===== config.mk =====
export PLATFORM = sky130hd
export DESIGN_NAME = aid_core
export DESIGN_NICKNAME = d
export VERILOG_FILES = /design/src/hdl/aid_pkg.sv /design/src/hdl/aid_alu_if.sv /design/src/hdl/aid_alu.sv /design/src/hdl/aid_core.sv
export SDC_FILE = /design/constraint.sdc
export NUM_CORES = 1
export LEC_CHECK = 0
export ABC_AREA = 1
export BUFFER_PORTS_ARGS = -buffer_cell sky130_fd_sc_hd__buf_4
export CORE_MARGIN = 4
export CORE_UTILIZATION = 52
export CTS_BUF_LIST = sky130_fd_sc_hd__clkbuf_4 sky130_fd_sc_hd__clkbuf_8 sky130_fd_sc_hd__clkbuf_16
export DETAILED_ROUTE_END_ITERATION = 6
export GPL_TIMING_DRIVEN = 1
export HOLD_SLACK_MARGIN = 0.08
export PLACE_DENSITY = 0.76
export SYNTH_ARGS = -nofsm -noshare
export SYNTH_HDL_FRONTEND = slang
export SYNTH_HIERARCHICAL = 1
export SYNTH_SLANG_ARGS = --single-unit

===== constraint.sdc =====
create_clock -name clk -period 3.6 [get_ports clk]
set_input_delay 0.18 -clock clk [delete_from_list [all_inputs] [get_ports clk]]
set_output_delay 0.18 -clock clk [all_outputs]
set_load 0.02 [all_outputs]

===== src/hdl/aid_pkg.sv =====
package aid_pkg;
  // instruction word and operand geometry
  localparam int AID_IW      = 14;
  localparam int AID_DW      = 8;
  localparam int AID_AW      = 7;
  localparam int AID_DEST_BIT = 7;
  localparam int AID_NIB     = 4;
  // opcode patterns in the top six bits
  localparam logic [5:0] AID_OP_ADDLIT = 6'h3E; // 11 111x
  localparam logic [5:0] AID_OP_ANDLIT = 6'h39; // 11 1001
  localparam logic [5:0] AID_OP_ADDREG = 6'h07; // 00 0111
  localparam logic [5:0] AID_OP_ANDREG = 6'h05; // 00 0101
  // reset values
  localparam logic [7:0] AID_ACC_RST  = 8'h00;
  localparam logic       AID_FLAG_RST = 1'b0;
  // one instruction cycle is four clock phases
  localparam int AID_PHASES = 4;

  typedef enum logic [1:0] {
    AID_PH_DECODE  = 2'b00,
    AID_PH_READ    = 2'b01,
    AID_PH_PROCESS = 2'b11,
    AID_PH_WRITE   = 2'b10
  } aid_phase_e;

  typedef enum logic [1:0] {
    AID_OP_NONE = 2'h0,
    AID_OP_ADD  = 2'h1,
    AID_OP_AND  = 2'h2
  } aid_alu_e;
endpackage


===== src/hdl/aid_alu_if.sv =====
`timescale 1ns/10ps
interface aid_alu_if;
  import aid_pkg::*;
  logic [7:0] a;
  logic [7:0] b;
  aid_alu_e   op;
  logic [7:0] res;
  logic       c;
  logic       dc;
  logic       z;
  modport core (output a, b, op, input res, c, dc, z);
  modport alu  (input a, b, op, output res, c, dc, z);
endinterface


===== src/hdl/aid_alu.sv =====
`timescale 1ns/10ps
module aid_alu
  import aid_pkg::*;
(
  aid_alu_if.alu bus // operands in, result and flags out
);
  wire [8:0] sum9;
  wire [4:0] low5;

  assign sum9    = {1'b0, bus.a} + {1'b0, bus.b};
  assign low5    = {1'b0, bus.a[3:0]} + {1'b0, bus.b[3:0]};
  assign bus.res = (bus.op == AID_OP_AND) ? (bus.a & bus.b) : sum9[7:0];
  assign bus.c   = sum9[8];
  assign bus.dc  = low5[AID_NIB];
  assign bus.z   = (bus.res == 8'h00);
endmodule


===== src/hdl/aid_core.sv =====
`timescale 1ns/10ps
// Function
// RL1 - Add-literal adds the 8-bit immediate to the accumulator, writes it there, updates C, DC and Z.
// RL2 - AND-literal ANDs the accumulator with the immediate into the accumulator, touching only Z.
// RL3 - Add-register adds the accumulator to file register 0..127 and updates C, DC and Z.
// RL4 - AND-register ANDs the accumulator with the file register and touches only Z.
// RL5 - With destination bit 0 the result goes to the accumulator and the register is unchanged.
// RL6 - With destination bit 1 the result goes back to the register and the accumulator is unchanged.
// RL7 - Each instruction takes one word and one cycle of decode, read, process and write phases.
module aid_core
  import aid_pkg::*;
(
  input  wire logic          clk,       // 25 MHz clock
  input  wire logic          rst,       // sync reset, high
  input  wire logic          ce,        // clock enable, freezes all
  input  wire logic [13:0]   instr,     // word, sampled at decode
  input  wire logic          instr_vld, // word offered at decode
  input  wire logic [7:0]    rf_rdata,  // file register read data
  output logic               busy,      // instruction in flight
  output logic [6:0]         rf_addr,   // file register address
  output logic               rf_rd,     // read strobe, read phase
  output logic               rf_wr,     // write strobe, write phase
  output logic [7:0]         rf_wdata,  // write data
  output logic [7:0]         acc,       // accumulator
  output logic               flag_c,    // carry
  output logic               flag_dc,   // digit carry
  output logic               flag_z,    // zero
  output logic               illegal    // last word not handled here
);
  ////////////////////////////////////////////////////////////////////////
  aid_phase_e  phase;
  aid_phase_e  next_phase;
  logic [13:0] ir;
  logic [7:0]  opnd;
  logic [7:0]  res_q;
  logic        rc;
  logic        rdc;
  logic        rz;
  aid_alu_if   alu_bus ();

  aid_alu u_alu (
    .bus (alu_bus)
  );

  wire [5:0] op_hi    = ir[13:8];
  wire       is_addl  = (op_hi[5:1] == AID_OP_ADDLIT[5:1]); // RL1
  wire       is_andl  = (op_hi == AID_OP_ANDLIT);            // RL2
  wire       is_addr  = (op_hi == AID_OP_ADDREG);            // RL3
  wire       is_andr  = (op_hi == AID_OP_ANDREG);            // RL4
  wire       is_reg   = is_addr | is_andr;
  wire       is_add   = is_addl | is_addr;
  wire       is_known = is_add | is_andl | is_andr;
  wire       dest_f   = ir[AID_DEST_BIT];
  wire [5:0] in_hi    = instr[13:8];
  wire       in_ok    = (in_hi[5:1] == AID_OP_ADDLIT[5:1])
                      | (in_hi == AID_OP_ANDLIT)
                      | (in_hi == AID_OP_ADDREG)
                      | (in_hi == AID_OP_ANDREG);
  wire       start    = (phase == AID_PH_DECODE) & instr_vld;

  assign alu_bus.a  = acc;
  assign alu_bus.b  = opnd;
  assign alu_bus.op = is_add ? AID_OP_ADD :
                      ((is_andl | is_andr) ? AID_OP_AND : AID_OP_NONE);

  // the phase ring runs only while a word is in flight
  always_comb begin
    next_phase = phase;
    unique case (phase)
      AID_PH_DECODE:  if (start) next_phase = AID_PH_READ; // RL7
      AID_PH_READ:    next_phase = AID_PH_PROCESS;          // RL7
      AID_PH_PROCESS: next_phase = AID_PH_WRITE;            // RL7
      AID_PH_WRITE:   next_phase = AID_PH_DECODE;           // RL7
    endcase
  end

  ////////////////////////////////////////////////////////////////////////
  always_ff @(posedge clk) begin
    if (rst) begin
      phase <= AID_PH_DECODE;
      ir    <= 14'h0000;
    end else if (ce) begin
      phase <= next_phase;
      if (start) ir <= instr;
    end
  end

  // operand, result and busy/strobe registers
  always_ff @(posedge clk) begin
    if (rst) begin
      opnd    <= 8'h00;
      res_q   <= 8'h00;
      rc      <= 1'b0;
      rdc     <= 1'b0;
      rz      <= 1'b0;
      busy    <= 1'b0;
      rf_addr <= 7'h00;
      rf_rd   <= 1'b0;
      illegal <= 1'b0;
    end else if (ce) begin
      busy  <= (next_phase != AID_PH_DECODE);
      rf_rd <= start & ~instr[13] & in_ok;
      if (start) begin
        rf_addr <= instr[AID_AW-1:0];
        illegal <= ~in_ok;
      end
      if (phase == AID_PH_READ)
        opnd <= is_reg ? rf_rdata : ir[AID_DW-1:0]; // RL1 RL3
      if (phase == AID_PH_PROCESS) begin
        res_q <= alu_bus.res;
        rc    <= alu_bus.c;
        rdc   <= alu_bus.dc;
        rz    <= alu_bus.z;
      end
    end
  end

  wire wr_phase = (phase == AID_PH_WRITE) & is_known;
  wire to_acc   = wr_phase & ~(is_reg & dest_f);       // RL5
  wire to_reg   = wr_phase & is_reg & dest_f;          // RL6

  // results land in the write phase only
  always_ff @(posedge clk) begin
    if (rst) begin
      acc      <= AID_ACC_RST;
      flag_c   <= AID_FLAG_RST;
      flag_dc  <= AID_FLAG_RST;
      flag_z   <= AID_FLAG_RST;
      rf_wr    <= 1'b0;
      rf_wdata <= 8'h00;
    end else if (ce) begin
      rf_wr <= (next_phase == AID_PH_WRITE) & is_reg & dest_f
               & is_known;                              // RL6
      if ((next_phase == AID_PH_WRITE))
        rf_wdata <= alu_bus.res;
      if (to_acc) acc <= res_q;                         // RL5
      if (wr_phase) begin
        flag_z <= rz;                                   // RL2 RL4
        if (is_add) begin
          flag_c  <= rc;                                // RL1 RL3
          flag_dc <= rdc;
        end
      end
    end
  end

  ////////////////////////////////////////////////////////////////////////
  // ce cycles spent on the word in flight, for the length check only
  logic [2:0] busy_len;

  always_ff @(posedge clk) begin
    if (rst)
      busy_len <= 3'h0;
    else if (ce)
      busy_len <= busy ? busy_len + 3'h1 : 3'h0;
  end
endmodule


==> metrics <==
status completed; pin count of the biggest net entering global routing 34; relative slew slack 0.3778; Antenna Cells 0; Global Route Usage Sum 0.2085; leading post-synthesis cells by cell area dfxtp_1 38%, nand2_1 14%, inv_1 8.2%; Clock Root Buffer clkbuf_8; Synth Instances approximately 450; via count 2877; Die W about 85 um; final worst-path cycle share 0.5290; Synthesized Nets ~480; Core Area approximately 5600 um2; Final GP Congestion 0.8886; VDD IR-drop max between 0.2 and 0.25 mV; initial core utilization 0.5448; Design Power 1.346 mW; IO Port Bufs 55; antenna-violating nets left 0; First-pass DRT Iterations 4; worst endpoint required time about 3900 ps; min Tclk post-route 1905 ps; Fin. Hold Viols 0; Inst Count DP ~550; WL per Instance roughly 12 um; first-pass GRT wire length about 12000 um; Hold WC Path Type in2reg; Mapped Area around 3000 um2; WS Path Type reg2reg; die area roughly 7200 um2; Worst EP arrival 2160 ps; worst-case clock skew between 4 and 5 ps; worst-skew pair later-pin latency ~330 ps; DRC 0; H-Tree Level Count 3; Power per Cell Area between 300 and 400 nW/um2; most common cell after layout, fill and taps aside nand2_1; Yosys warnings 6; Rows 27; crit-path max FO 10; setup TNS 0 ps; Placement Setup Slack 1731 ps; r2r startpoint ir[11]; CP startpoint ir[11]; total grt overflow 0; share of layout cells above drive strength 1 0.1972; Final Non-Filler Cells roughly 570; CTS buffer count 9; post-place instance area ~3400 um2; Lkg Pwr 1.731 nW; Final Net Count around 530; post-DP HPWL between 5000 and 6000 um; RSZ-0062 raised after global routing false; most frequent cells in the layout 117 x nand2_1, 67 x inv_1, 58 x dfxtp_1, 55 x buf_4, 40 x nor2_1; Die Ht 84.66 um; CTS tree yes; post-CTS setup buffer count 0; flops & latches, synth between 50 and 60; post-synth top area cell dfxtp_1; Worst Slack Setup Final between 1500 and 2000 ps; Critical Path Sink Type register; # Max-Cap Violations 0; number of I/O pins 56; Clock Pin Slew Worst Setup and Hold Paths ~60 ps; post-synth top area share 0.3800; Via density 5.012; launch point of the worst hold path instr[12]; initial antenna violation count 0; final wirelength ~7100 um; Syn-to-layout area delta 19.29%; pins over their slew limit 0; sequential fraction of the synthesis area 0.3800; synthesized area per cell ~6.8 um2; Max Clock Freq between 500 and 600 MHz; DRT iter0 DRCs around 140; Finished Cell Area ~3600 um2; Unique masters post-synth 29; vias in the first global route 2700; Sink Count 58; CTS max path bufs 2; Final setup viols 0; Worst Tran Pin Value 932.3 ps; Worst setup SP type register
## path summary, 6_finish.rpt
path / endpoint / depth (start not counted) / slack, ps
worst max-delay path: rz / 16 / 1700
worst min-delay path: ir[12] / 3 / 110
worst max register to register: rz / 16 / 1700
worst min register to register: rz / 2 / 460
## synthesized netlist by cell type
cell type / instances
a21oi_1: 35
nand2_4: 1
nor2_1: 40
nor3_4: 1
or2_2: 1
nand2_2: 8
clkbuf_1: 4
buf_6: 5
o21ai_0: 17
a31oi_2: 1
o22ai_1: 1
o211ai_2: 1
inv_1: 67
dfxtp_1: 58
nor2_2: 4
o211ai_1: 7
nand4_1: 11
nand3_4: 1
nand2_1: 117
ha_1: 9
nand3_1: 33
buf_4: 9
nor2_4: 2
a21oi_2: 2
buf_1: 2
o21ai_2: 1
inv_4: 2
buf_2: 2
inv_2: 5
## state kept, by name (all words and copies together) (netlist names)
| name | flops |
|---|---|
| rf_rd | 1 |
| flag_dc | 1 |
| rz | 1 |
| ir | 14 |
| alu_bus.b | 8 |
| illegal | 1 |
| acc | 8 |
| res_q | 8 |
| phase | 2 |
| busy | 1 |
| rf_wr | 1 |
| rf_wdata | 8 |
| flag_c | 1 |
| flag_z | 1 |
| rdc | 1 |
| rc | 1 |
## power by group
part | internal, mW | switching, mW | total [mW]
combinational | 0.0643 | 0.0846 | 0.149
sequential | 0.662 | 0.0186 | 0.681
clock | 0.266 | 0.251 | 0.517
total | 0.992 | 0.354 | 1.35
## routing by layer
| metal | GRT usage | wire length (um) | vias to the layer above |
|---|---|---|---|
| met4 | 0.06043 | 89 | 0 |
| met5 | 0 | 0 | - |
| met2 | 0.3537 | 3519 | 71 |
| met1 | 0.2580 | 3126 | 1291 |
| met3 | 0.05790 | 360 | 10 |
| li1 | - | - | 1505 |
## cells by family after synthesis
group                    after synthesis  share of synthesized area
AND/OR/NAND/NOR                      219                     0.3182
adder cells (fa/ha/maj)                9                    0.03686
flip-flops                            58                     0.3800
AO/OA/AOI/OAI                         65                     0.1212
buffers and inverters                 96                     0.1437
## worst max-delay path: stages, from the launching register on
cell	delay [ps]
dfxtp_1	380
nor2_1	80
nand2_1	100
nor2_1	50
nor2_1	120
inv_1	90
nand2_4	150
inv_4	80
nand2_1	60
nand2_1	80
nor2_1	100
nand2_1	60
nor2_1	80
nand3_1	80
nor2_1	90
o21ai_0	90
a21oi_1	150
## area by class of cell
cell class              instances  area (um2)
clock buffers                  11       145.1
multi-input cells             293        1455
well taps                      72       90.09
repair buffers                 63       493.0
fillers                       506        1963
inverters                      74       282.8
clock inverters                 3       17.52
flip-flops and latches         58        1161
## timing repair
item                                   in CTS  in global routing
endpoints found under the hold margin       8                  0
resized for setup                           0                  0
hold buffers                                8                  0
## stage by stage
step	util	hold slack, ps
2_1_floorplan	-	314.2
3_3_place_gp	0.6066	400.6
3_5_place_dp	0.6066	406.7
4_1_cts	0.6499	97.59
5_1_grt	0.6499	105.6
6_report	0.6499	112.6
Note: power is estimated with default switching activity, not from simulation.
